===== config.mk =====
export PLATFORM = sky130hd
export DESIGN_NAME = tmr_top
export DESIGN_NICKNAME = d
export VERILOG_FILES = /design/src/tmr_pkg.sv /design/src/tmr_presc.sv /design/src/tmr_top.sv
export VERILOG_INCLUDE_DIRS = /design/src /design/src/src
export SDC_FILE = /design/constraint.sdc
export NUM_CORES = 1
export LEC_CHECK = 0
export BUFFER_PORTS_ARGS = -buffer_cell sky130_fd_sc_hd__buf_2
export CAP_MARGIN = 10
export CORE_MARGIN = 3
export CORE_UTILIZATION = 63
export CTS_BUF_LIST = sky130_fd_sc_hd__clkbuf_8
export DETAILED_ROUTE_END_ITERATION = 10
export PLACE_DENSITY = 0.89
export RECOVER_POWER = 50
export SKIP_LAST_GASP = 1
export SLEW_MARGIN = 10
export SYNTH_ARGS = -nofsm -noshare
export SYNTH_HDL_FRONTEND = slang
export SYNTH_SLANG_ARGS = --single-unit

===== constraint.sdc =====
create_clock -name core_clk_i -period 9.2 [get_ports core_clk_i]
set_input_delay 0.46 -clock core_clk_i [delete_from_list [all_inputs] [get_ports core_clk_i]]
set_output_delay 0.46 -clock core_clk_i [all_outputs]
set_load 0.01 [all_outputs]

===== src/tmr_consts.svh =====
// Register indices, field positions, reset values and divider masks
`ifndef TMR_CONSTS_SVH
`define TMR_CONSTS_SVH

// Register indices; byte address is four times the index
`define TMR_IDX_CMPB    8'h17
`define TMR_IDX_CMPA    8'h18
`define TMR_IDX_CNT     8'h19
`define TMR_IDX_CMC     8'h1a
`define TMR_IDX_OMC     8'h1b
`define TMR_IDX_FLG     8'h39
`define TMR_IDX_DIR     8'h3c

// Field positions
`define TMR_COMA        7:6
`define TMR_COMB        5:4
`define TMR_WF          1:0
`define TMR_FOCA        7
`define TMR_FOCB        6
`define TMR_HB          3
`define TMR_CS          2:0
`define TMR_F_CMPA      0
`define TMR_F_OVF       1
`define TMR_F_CMPB      2

// Values
`define TMR_RST8        8'h00
`define TMR_MAX         8'hff
`define TMR_BOTTOM      8'h00
`define TMR_ONE         8'h01

// Prescaler tap masks
`define TMR_PS8         10'h007
`define TMR_PS64        10'h03f
`define TMR_PS256       10'h0ff
`define TMR_PS1024      10'h3ff

`endif


===== src/tmr_pkg.sv =====
// Types shared by the timer files
package tmr_pkg;

  typedef enum logic [2:0] {
    tmr_normal  = 3'h0,
    tmr_pc_ff   = 3'h1,
    tmr_ctc     = 3'h2,
    tmr_fast_ff = 3'h3,
    tmr_rsv4    = 3'h4,
    tmr_pc_a    = 3'h5,
    tmr_rsv6    = 3'h6,
    tmr_fast_a  = 3'h7
  } tmr_mode_t;

  typedef enum logic [2:0] {
    tmr_cs_stop = 3'h0,
    tmr_cs_d1   = 3'h1,
    tmr_cs_d8   = 3'h2,
    tmr_cs_d64  = 3'h3,
    tmr_cs_d256 = 3'h4,
    tmr_cs_d1k  = 3'h5,
    tmr_cs_fall = 3'h6,
    tmr_cs_rise = 3'h7
  } tmr_clksel_t;

endpackage : tmr_pkg


===== src/tmr_presc.sv =====
// Prescaler and external pin edge detector giving the timer clock enable
`timescale 1ns/100ps
`include "tmr_consts.svh"
module tmr_presc (
  // Clock and reset
  input  wire logic       core_clk_i,
  input  wire logic       rst_i,
  // Selection and pin
  input  wire logic [2:0] clock_select_i,
  input  wire logic       ext_pin_i,
  // Enable
  output logic            timer_clock_enable_o
);

  logic [9:0] div_reg;
  logic [2:0] sync_reg;
  logic       tick;
  wire  logic rise_w = sync_reg[1] & ~sync_reg[2];
  wire  logic fall_w = ~sync_reg[1] & sync_reg[2];

  // Free-running divider; taps share it so they stay phase related
  always_ff @(posedge core_clk_i or posedge rst_i)
  begin
    if (rst_i)
    begin
      div_reg  <= 10'h000;
      sync_reg <= 3'h0;
    end
    else
    begin
      div_reg  <= div_reg + 10'h001;
      sync_reg <= {sync_reg[1:0], ext_pin_i};
    end
  end

  always_comb
  begin
    tick = 1'b0;
    unique case (tmr_pkg::tmr_clksel_t'(clock_select_i))
      tmr_pkg::tmr_cs_stop: tick = 1'b0;
      tmr_pkg::tmr_cs_d1:   tick = 1'b1;
      tmr_pkg::tmr_cs_d8:   tick = (div_reg & `TMR_PS8) == `TMR_PS8;
      tmr_pkg::tmr_cs_d64:  tick = (div_reg & `TMR_PS64) == `TMR_PS64;
      tmr_pkg::tmr_cs_d256: tick = (div_reg & `TMR_PS256) == `TMR_PS256;
      tmr_pkg::tmr_cs_d1k:  tick = div_reg == `TMR_PS1024;
      tmr_pkg::tmr_cs_fall: tick = fall_w;
      tmr_pkg::tmr_cs_rise: tick = rise_w;
    endcase
  end

  assign timer_clock_enable_o = tick;

endmodule : tmr_presc


===== src/tmr_top.sv =====
// 8-bit timer/counter with two waveform channels and Avalon-MM registers
//
// The implementer's own choice: the Avalon-MM interface to the registers.
`timescale 1ns/100ps
`include "tmr_consts.svh"
////////////////////////////////////////////////////////////////////////////
module tmr_top (
  // Clock and reset
  input  wire logic        core_clk_i,
  input  wire logic        rst_i,
  // Avalon-MM slave
  input  wire logic [9:0]  avs_address_i,
  input  wire logic        avs_read_i,
  input  wire logic        avs_write_i,
  input  wire logic [31:0] avs_writedata_i,
  input  wire logic [3:0]  avs_byteenable_i,
  output logic      [31:0] avs_readdata_o,
  output logic             avs_waitrequest_o,
  // External count pin and vector acknowledges
  input  wire logic        ext_clk_pin_i,
  input  wire logic        vec_ack_ovf_i,
  input  wire logic        vec_ack_cmp_a_i,
  input  wire logic        vec_ack_cmp_b_i,
  // Waveform pins
  output logic             wave_out_a_o,
  output logic             wave_out_b_o,
  output logic             wave_oe_a_o,
  output logic             wave_oe_b_o,
  output logic             wave_sel_a_o,
  output logic             wave_sel_b_o,
  // Flags
  output logic             overflow_flag_o,
  output logic             compare_flag_a_o,
  output logic             compare_flag_b_o
);

  ////////////////////////////////////////////////////////////////////////
  // State
  logic [1:0]      coma_reg;
  logic [1:0]      comb_reg;
  logic [1:0]      wf_reg;
  logic            hb_reg;
  logic [2:0]      cs_reg;
  logic [1:0]      dir_reg;
  logic [7:0]      cnt_reg;
  logic [7:0]      cnt_next;
  logic            up_reg;
  logic            up_next;
  logic            blk_reg;
  logic            tov_reg;
  logic [1:0]      ocf_reg;
  logic [1:0][7:0] buf_reg;
  logic [1:0][7:0] act_reg;
  logic [1:0]      wave_reg;
  logic [1:0]      wave_next;
  logic [1:0]      sel_reg;
  logic [1:0]      oe_reg;
  logic            wait_reg;
  logic [7:0]      rdata_reg;
  logic            tick_w;

  ////////////////////////////////////////////////////////////////////////
  // Bus decode
  wire logic [7:0] wd = avs_writedata_i[7:0];
  wire logic wr_go = avs_write_i & ~wait_reg & avs_byteenable_i[0];
  wire logic hit_omc  = avs_address_i == {`TMR_IDX_OMC, 2'b00};
  wire logic hit_cmc  = avs_address_i == {`TMR_IDX_CMC, 2'b00};
  wire logic hit_cnt  = avs_address_i == {`TMR_IDX_CNT, 2'b00};
  wire logic hit_cmpa = avs_address_i == {`TMR_IDX_CMPA, 2'b00};
  wire logic hit_cmpb = avs_address_i == {`TMR_IDX_CMPB, 2'b00};
  wire logic hit_flg  = avs_address_i == {`TMR_IDX_FLG, 2'b00};
  wire logic hit_dir  = avs_address_i == {`TMR_IDX_DIR, 2'b00};
  wire logic w_omc = wr_go & hit_omc;
  wire logic w_cmc = wr_go & hit_cmc;
  wire logic w_cnt = wr_go & hit_cnt;
  wire logic w_flg = wr_go & hit_flg;
  wire logic w_dir = wr_go & hit_dir;
  wire logic [1:0] w_cmp = {wr_go & hit_cmpb, wr_go & hit_cmpa};

  // Reserved and strobe bits are never stored, so they read zero
  wire logic [7:0] rd_mux =
    hit_omc  ? {coma_reg, comb_reg, 2'b00, wf_reg} :
    hit_cmc  ? {4'h0, hb_reg, cs_reg} :
    hit_cnt  ? cnt_reg :
    hit_cmpa ? buf_reg[0] :
    hit_cmpb ? buf_reg[1] :
    hit_flg  ? {5'h00, ocf_reg[1], tov_reg, ocf_reg[0]} :
    hit_dir  ? {6'h00, dir_reg} : `TMR_RST8;

  ////////////////////////////////////////////////////////////////////////
  // Mode decode
  wire tmr_pkg::tmr_mode_t mode_w = tmr_pkg::tmr_mode_t'({hb_reg, wf_reg});
  // Reserved codes 4 and 6 run like normal and clear-on-match
  wire logic pwm_w   = wf_reg[0];
  wire logic fast_w  = wf_reg == 2'b11;
  wire logic phase_w = wf_reg == 2'b01;
  wire logic a_top_w = (wf_reg == 2'b10) | (hb_reg & pwm_w);
  wire logic [7:0] top_w = a_top_w ? act_reg[0] : `TMR_MAX;
  wire logic at_top  = cnt_reg == top_w;
  wire logic at_bot  = cnt_reg == `TMR_BOTTOM;
  wire logic up_w    = up_reg | at_bot;   // A BOTTOM match opens the up slope
  wire logic bot_ev  = tick_w & fast_w & at_top;
  wire logic pc_top  = tick_w & phase_w & up_reg & at_top;
  wire logic upd_w   = phase_w ? pc_top : bot_ev;
  wire logic ovf_ev  = tick_w & (phase_w ? ~up_reg & at_bot :
    (mode_w == tmr_pkg::tmr_fast_a) ? at_top : cnt_reg == `TMR_MAX);
  wire logic [1:0] match_w = {
    tick_w & ~blk_reg & (cnt_reg == act_reg[1]),
    tick_w & ~blk_reg & (cnt_reg == act_reg[0])};
  wire logic [1:0] force_w = {
    w_cmc & wd[`TMR_FOCB] & ~pwm_w,
    w_cmc & wd[`TMR_FOCA] & ~pwm_w};
  wire logic [1:0] clr_w = {
    (w_flg & wd[`TMR_F_CMPB]) | vec_ack_cmp_b_i,
    (w_flg & wd[`TMR_F_CMPA]) | vec_ack_cmp_a_i};
  wire logic clr_ovf = (w_flg & wd[`TMR_F_OVF]) | vec_ack_ovf_i;
  wire logic [1:0][1:0] com_w = {comb_reg, coma_reg};

  ////////////////////////////////////////////////////////////////////////
  // Prescaler
  tmr_presc u_presc (
    .core_clk_i           (core_clk_i),
    .rst_i                (rst_i),
    .clock_select_i       (cs_reg),
    .ext_pin_i            (ext_clk_pin_i),
    .timer_clock_enable_o (tick_w)
  );

  ////////////////////////////////////////////////////////////////////////
  // Counter
  always_comb
  begin
    cnt_next = cnt_reg;
    up_next  = up_reg;
    if (tick_w)
    begin
      if (!phase_w)
        cnt_next = at_top ? `TMR_BOTTOM : cnt_reg + `TMR_ONE;
      else if (up_reg & at_top)
      begin
        up_next  = 1'b0;
        cnt_next = at_bot ? cnt_reg : cnt_reg - `TMR_ONE;
      end
      else if (!up_reg & at_bot)
      begin
        up_next  = 1'b1;
        cnt_next = cnt_reg + `TMR_ONE;
      end
      else
        cnt_next = up_reg ? cnt_reg + `TMR_ONE : cnt_reg - `TMR_ONE;
    end
    // A software write wins over counting in the same cycle
    if (w_cnt)
      cnt_next = wd;
  end

  ////////////////////////////////////////////////////////////////////////
  // Waveform channels
  for (genvar ch = 0; ch < 2; ch++)
  begin : g_ch
    wire logic tgl_ok = (ch == 0) & hb_reg;
    wire logic spec = com_w[ch][1] & (act_reg[ch] == top_w);
    wire logic pc_ev = spec ? pc_top : match_w[ch];
    wire logic [1:0] com = com_w[ch];
    wire logic conn =
      (com != 2'b00) & ~(pwm_w & (com == 2'b01) & ~tgl_ok);

    always_comb
    begin
      wave_next[ch] = wave_reg[ch];
      if (!pwm_w)
      begin
        if (match_w[ch] | force_w[ch])
          wave_next[ch] = (com == 2'b01) ? ~wave_reg[ch] :
            (com[1] ? com[0] : wave_reg[ch]);
      end
      else if (fast_w)
      begin
        if (match_w[ch] & ~spec)
          wave_next[ch] = com[1] ? com[0] :
            ((com[0] & tgl_ok) ? ~wave_reg[ch] : wave_reg[ch]);
        if (bot_ev & com[1])
          wave_next[ch] = ~com[0];
      end
      else if (pc_ev)
        wave_next[ch] = com[1] ? ((up_w & ~spec) ? com[0] : ~com[0]) :
          ((com[0] & tgl_ok) ? ~wave_reg[ch] : wave_reg[ch]);
    end

    always_ff @(posedge core_clk_i or posedge rst_i)
    begin
      if (rst_i)
      begin
        wave_reg[ch] <= 1'b0;
        sel_reg[ch]  <= 1'b0;
        oe_reg[ch]   <= 1'b0;
        ocf_reg[ch]  <= 1'b0;
        buf_reg[ch]  <= `TMR_RST8;
        act_reg[ch]  <= `TMR_RST8;
      end
      else
      begin
        wave_reg[ch] <= wave_next[ch];
        sel_reg[ch]  <= conn;
        oe_reg[ch]   <= conn & dir_reg[ch];
        // Set wins over a clear arriving in the same cycle
        ocf_reg[ch]  <= match_w[ch] | (ocf_reg[ch] & ~clr_w[ch]);
        if (w_cmp[ch])
          buf_reg[ch] <= wd;
        if (w_cmp[ch] & ~pwm_w)
          act_reg[ch] <= wd;
        else if (~pwm_w | upd_w)
          act_reg[ch] <= buf_reg[ch];
      end
    end
  end

  ////////////////////////////////////////////////////////////////////////
  // Control registers and counter state
  always_ff @(posedge core_clk_i or posedge rst_i)
  begin
    if (rst_i)
    begin
      coma_reg <= 2'h0;
      comb_reg <= 2'h0;
      wf_reg   <= 2'h0;
      hb_reg   <= 1'b0;
      cs_reg   <= 3'h0;
      dir_reg  <= 2'h0;
      cnt_reg  <= `TMR_RST8;
      up_reg   <= 1'b1;
      blk_reg  <= 1'b0;
      tov_reg  <= 1'b0;
    end
    else
    begin
      if (w_omc)
      begin
        coma_reg <= wd[`TMR_COMA];
        comb_reg <= wd[`TMR_COMB];
        wf_reg   <= wd[`TMR_WF];
      end
      if (w_cmc)
      begin
        hb_reg <= wd[`TMR_HB];
        cs_reg <= wd[`TMR_CS];
      end
      if (w_dir)
        dir_reg <= wd[1:0];
      cnt_reg <= cnt_next;
      up_reg  <= up_next;
      blk_reg <= w_cnt | (blk_reg & ~tick_w);
      tov_reg <= ovf_ev | (tov_reg & ~clr_ovf);
    end
  end

  ////////////////////////////////////////////////////////////////////////
  // Bus answer: one wait cycle, then data and release together
  always_ff @(posedge core_clk_i or posedge rst_i)
  begin
    if (rst_i)
    begin
      wait_reg  <= 1'b1;
      rdata_reg <= `TMR_RST8;
    end
    else
    begin
      wait_reg  <= ~((avs_read_i | avs_write_i) & wait_reg);
      if (avs_read_i & wait_reg)
        rdata_reg <= rd_mux;
    end
  end

  assign avs_readdata_o    = {24'h000000, rdata_reg};
  assign avs_waitrequest_o = wait_reg;
  assign wave_out_a_o      = wave_reg[0];
  assign wave_out_b_o      = wave_reg[1];
  assign wave_oe_a_o       = oe_reg[0];
  assign wave_oe_b_o       = oe_reg[1];
  assign wave_sel_a_o      = sel_reg[0];
  assign wave_sel_b_o      = sel_reg[1];
  assign overflow_flag_o   = tov_reg;
  assign compare_flag_a_o  = ocf_reg[0];
  assign compare_flag_b_o  = ocf_reg[1];
endmodule : tmr_top


After elaboration in Yosys (flattened, before gate mapping)

Index checks and enable logic that the tools add are counted.

Word-level logic and storage cells: 219
Register bits after elaboration: 85
Output and inout port bits: 42

Bitwise gates (word level): 88
$add $sub $neg: 3
Equal/unequal tests: 36
Muxes and demuxes: 50
Reduce and logical (&&, ||, !) cells: 16

Operators with widths:

| kind                                                  | number |
|---|---|
| 2-to-1 mux 8 bit                                      | 18 |
| bitwise AND 1 bit                                     | 55 |
| == test 10 x 7 -> 1 bit, second input constant        | 5 |
| == test 8 bit                                         | 5 |
| 2-to-1 mux 1 bit                                      | 29 |
| == test 10 x 8 -> 1 bit, second input constant        | 2 |
| inverter 1 bit                                        | 20 |
| == test 3 bit, second input constant                  | 6 |
| == test 8 bit, second input constant                  | 2 |
| nonzero test 2 bit                                    | 8 |
| OR 1 bit                                              | 13 |
| adder 10 x 1 -> 10 bit, second input constant         | 1 |
| == test 10 bit, second input constant                 | 1 |
| adder 8 x 1 -> 8 bit, second input constant           | 1 |
| zero test 8 bit                                       | 1 |
| inequality test 4 x 2 -> 1 bit, second input constant | 2 |
| one-hot mux 1 bit (8 select lines)                    | 1 |
| AND reduction 4 bit                                   | 2 |
| subtractor 8 x 1 -> 8 bit, second input constant      | 1 |
| == test 2 x 1 -> 1 bit, second input constant         | 3 |
| == test 3 x 2 -> 1 bit, second input constant         | 2 |
| == test 6 bit, second input constant                  | 1 |
| inequality test 3 x 1 -> 1 bit, second input constant | 2 |
| == test 2 bit, second input constant                  | 2 |
| other kinds (10)                                      | 10 |

Depth between registers and ports, before layout

Word-level depth: 12
Gate-level depth with buffers: 11

By module

Synthesis repeated with hierarchy kept, for this count alone.

Cell total of the unflattened synthesis: 562
Area, all modules: 5446.5 sq um

Modules (own cells, without submodules):

| module    | area each (sq um) | cells an instance | instances |
|---|---|---|---|
| tmr_top   | 4890.9            | 516               | 1 |
| tmr_presc | 555.5             | 46                | 1 |

Least setup slack after synthesis

Ideal clock, no wire load.

Path kind: flip-flop to flip-flop
Start point: register wf_reg[0]
End point: register cnt_reg[4]
Path buffers: 1
Data arrival time: 2.837 ns
Period minus slack after synthesis: 2.963 ns
Stages on the path, launching flop included: 10
Data required time: 9.074 ns
Slack: 6.237 ns
Cells stage by stage: dfrtp_1 mux2i_2 o21a_1 or4_4 or4_1 buf_2 o21ai_2 nor3_1 mux2_2 o32a_1

Word-level cells in the longest chain between the ends: 9
Elaborated cells on any way between the ends: 14
Classes of those cells: eq/ne (4); mux (6); bitwise (3); reduce/logical (1)

RTL lines:

| what                                               | line           | text |
|---|---|---|
| from (decl)                                        | tmr_top.sv:41  | `logic [1:0] wf_reg;` |
| from (signal assigned)                             | tmr_top.sv:241 | `` wf_reg <= wd[`TMR_WF]; `` |
| == test 2 bit or bitwise AND 1 bit (tied branches) | tmr_top.sv:97  | `wire logic a_top_w = (wf_reg == 2'b10) \| (hb_reg & pwm_w);` |
| OR 1 bit                                           | tmr_top.sv:97  |  |
| 2-to-1 mux 8 bit (no source line)                  | --             |  |
| == test 8 bit                                      | tmr_top.sv:99  | `wire logic at_top = cnt_reg == top_w;` |
| bitwise AND 1 bit                                  | tmr_top.sv:139 | `else if (up_reg & at_top)` |
| 2-to-1 mux 8 bit                                   | tmr_top.sv:139 |  |
| 2-to-1 mux 8 bit                                   | tmr_top.sv:137 | `if (!phase_w)` |
| 2-to-1 mux 8 bit                                   | tmr_top.sv:135 | `if (tick_w)` |
| 2-to-1 mux 8 bit                                   | tmr_top.sv:153 | `if (w_cnt)` |
| to (signal assigned)                               | tmr_top.sv:230 | `` cnt_reg <= `TMR_RST8; `` |
| to (signal assigned)                               | tmr_top.sv:250 | `cnt_reg <= cnt_next;` |
| to (decl)                                          | tmr_top.sv:45  | `logic [7:0] cnt_reg;` |

Parallel ways exist; a longest one is shown, timed or not. The select of a mux whose other input is x is not followed.
A chain may end at the register's enable or synchronous reset.

==> results_dict.tcl <==
set metrics [dict create \
    status "complete, but fails checks" \
    violations "capacitance limit, slew limit" \
    slew_violations 86 \
    seq_area_frac_synth 0.4009 \
    clockBufferDepth 2 \
    die_x_um 97.82 \
    place_area_um2 5475 \
    power.density_nw_per_um2 130.2 \
    crit_family "buffers and inverters" \
    core_um2 7968 \
    cts_max_level 3 \
    num_io_pins 96 \
    place_inst 688 \
    final_util 0.7142 \
    pwr-share-clk 0.396 \
    diodes 0 \
    required_ns 8.61 \
    synthArstFlopShare 1.000 \
    netlist_area_um2 5311 \
    io_buffers 44 \
    initial_core_util 0.6666 \
    drv_cap 1 \
    grt_pass1_wl_mm 24.23 \
    ctsHoldBuffers 0 \
    crit_path_max_fanout 85 \
    arrival_ns 3.85 \
    syn_inst 572 \
    vias 4725 \
    cts_sinks 85 \
    max_freq_mhz 225.4 \
    worstSkewPairLatency_ns 0.38 \
    antenna_found_initial 0 \
    crit_slowest_cell "clkbuf_1" \
    routedWlPerCell_um 21.21 \
    worstMarginPinSlew_ns 4.577 \
    postCtsSetupBuffers 0 \
    crit_path_end_kind "asynchronous set/reset pin" \
    synth_edf_count 0 \
    fin_tns_setup_ns 0 \
    cp-start-kind "input port" \
    hp-class "in -> reg" \
    synthFlopType "dfrtp_1" \
    slew_headroom -2.051 \
    ys_warn_count 0 \
    stdcell_count 704 \
    max_stage_delay_ns 3.20 \
    place.gp.congestion 0.9600 \
    ctsResizeCount 0 \
    drive_above_1_share 0.1910 \
    p_sw_frac 0.2699 \
    syn_area_per_cell_um2 9.286 \
    clk_pin_slew_worst_paths_ns 0.09 \
    drc 0 \
    routed_via_density 6.712 \
    dr.first_iter.drc_count 538 \
    ant_nets 0 \
    period_minus_slack_ns 4.436 \
    rows 32 \
    pwr-share-seq 0.527 \
    hold_viol 0 \
    fin_nets 655 \
    ys_seq_elements 85 \
    overflow 0 \
    dieArea_um2 9569 \
    cts_tree "built" \
    power.switching_mw 0.1999 \
    power.leakage_nw 2.622 \
    routed_wl_mm 14.93 \
    cts_buffers 9 \
    rsz0062_at_grt "false" \
    first_pass_iters 7 \
    finClkSkew_ns 0.01099 \
    path_buf_inv 3 \
    grt_usage 0.3183 \
    cts-root-buf "clkbuf_8" \
    hpwl_mm 10.37 \
    grt_start_max_net_pins 86 \
    stdcell_area_um2 5690 \
    grt_pass1_vias 4582 \
    area_delta_synth_final_pct 7.138 \
    die_h_um 97.82 \
    yosys.cell_types.count 68 \
    period_share 0.4822 \
    internal_power_mw 0.5408 \
    cp_cell_sequence "buf_2, clkinvlp_2, clkbuf_1" \
    combPwrFrac 0.078 \
    setup_viol 0 \
    peakVddDrop_v 0.0001803 \
    critPathKind "in -> async" \
    fin_total_pwr_mw 0.7407 \
]
## cell usage after synthesis, types with 3 or more instances
cell type / n / share of area
a211oi_1: 5 / 0.0071
mux2i_1: 24 / 0.045
o21a_1: 4 / 0.0057
a21oi_1: 34 / 0.032
a21boi_0: 3 / 0.0042
xnor2_1: 4 / 0.0066
nor3b_1: 3 / 0.0042
a221o_1: 5 / 0.0094
nand2_1: 50 / 0.035
nor4_1: 9 / 0.011
a21o_1: 6 / 0.0085
buf_4: 24 / 0.034
o211ai_1: 8 / 0.011
a31oi_1: 8 / 0.0094
o22ai_1: 3 / 0.0035
ha_1: 4 / 0.0094
nand4_1: 3 / 0.0035
buf_2: 5 / 0.0047
inv_1: 16 / 0.011
clkbuf_1: 27 / 0.019
o21ai_0: 21 / 0.020
nor2_1: 38 / 0.027
nand3b_1: 6 / 0.0085
xor2_1: 20 / 0.033
o221ai_1: 4 / 0.0066
nand3_1: 17 / 0.016
nand2b_1: 10 / 0.012
nor3_1: 17 / 0.016
and2_1: 9 / 0.011
a222oi_1: 7 / 0.013
and3_1: 7 / 0.0082
mux2_2: 35 / 0.074
nor2b_1: 5 / 0.0059
dfrtp_1: 83 / 0.39
## logic make-up (layout without fill, tap and decap cells)
logic type | after synthesis | count (layout) | synth area share
buffers and inverters | 74 | 81 | 0.07043
other | 1 | 24 | 0.0007060
xor gates and xnor gates | 24 | 24 | 0.03958
AOI/OAI and AO/OA | 133 | 133 | 0.1722
and+or+nand+nor | 191 | 191 | 0.1847
muxes | 60 | 60 | 0.1220
DFF | 85 | 85 | 0.4009
adders and majority gates | 4 | 4 | 0.009423
## per-stage QoR
stage          setup WS (ns)  hold slack, ns
2_1_floorplan          6.237          0.3312
3_3_place_gp           5.211          0.3331
3_5_place_dp           5.017          0.3595
4_1_cts                4.962          0.1695
5_1_grt                4.043          0.1744
6_report               4.764          0.1861
## final timing paths
path	cells after the start	end	slack [ns]	start
max	3	rdata_reg[3]	4.76	rst_i
min	1	u_presc.sync_reg[0]	0.19	ext_clk_pin_i
max reg2reg	6	act_reg[0]	4.86	wf_reg[0]
min reg2reg	0	u_presc.sync_reg[1]	0.38	u_presc.sync_reg[0]
max in group core_clk_i	6	act_reg[0]	4.86	wf_reg[0]
min in group asynchronous	3	act_reg[0]	1.91	rst_i
## worst register-to-register path, stage by stage, from the launching register on
cell	delay [ns]
dfrtp_1	0.78
mux2i_2	0.92
nor2_1	0.10
a211o_1	0.38
or4_1	0.71
o31ai_4	1.04
a21oi_1	0.21
## metal layers
metal  global-route usage  vias up  wire (um)
met5                    0        -          0
met3              0.06571       56       1484
met1               0.4340     2248       5731
met2               0.5052      339       7231
met4               0.1150        0        483
li1                     -     2082          -
## cell usage in the layout (no fill, tap or decap), types with 5 or more instances in the layout
master / n
nand3_1: 17
mux2_2: 35
mux2i_1: 24
nor4_1: 9
nand2_1: 50
nor2_1: 38
a222oi_1: 7
a31oi_1: 8
nand2b_1: 10
nor2b_1: 5
nand3b_1: 6
a221o_1: 5
clkbuf_8: 11
and3_1: 7
a21o_1: 6
and2_1: 9
o211ai_1: 8
inv_1: 15
nor3_1: 17
o21ai_0: 21
a211oi_1: 5
a21oi_1: 34
buf_2: 44
xor2_1: 20
dfrtp_1: 83
conb_1: 24
## final cells by class
class	instances	area, um^2
clock buffers	11	151.4
flip-flops and latches	85	2130
inverters	17	65.06
fillers	603	2277
clock inverters	5	67.56
well taps	102	127.6
multi-input cells	436	2903
repair buffers	48	246.5
## power by group through the flow
stage | logic [mW] | clock network [mW] | registers, mW
floorplan | 0.0498 | 0 | 0.389
global placement | 0.0543 | 0 | 0.396
detailed placement | 0.0563 | 0 | 0.397
CTS | 0.0565 | 0.296 | 0.389
global route | 0.0634 | 0.311 | 0.391
finish | 0.0575 | 0.293 | 0.390
Note: power is estimated with default switching activity, not from simulation.
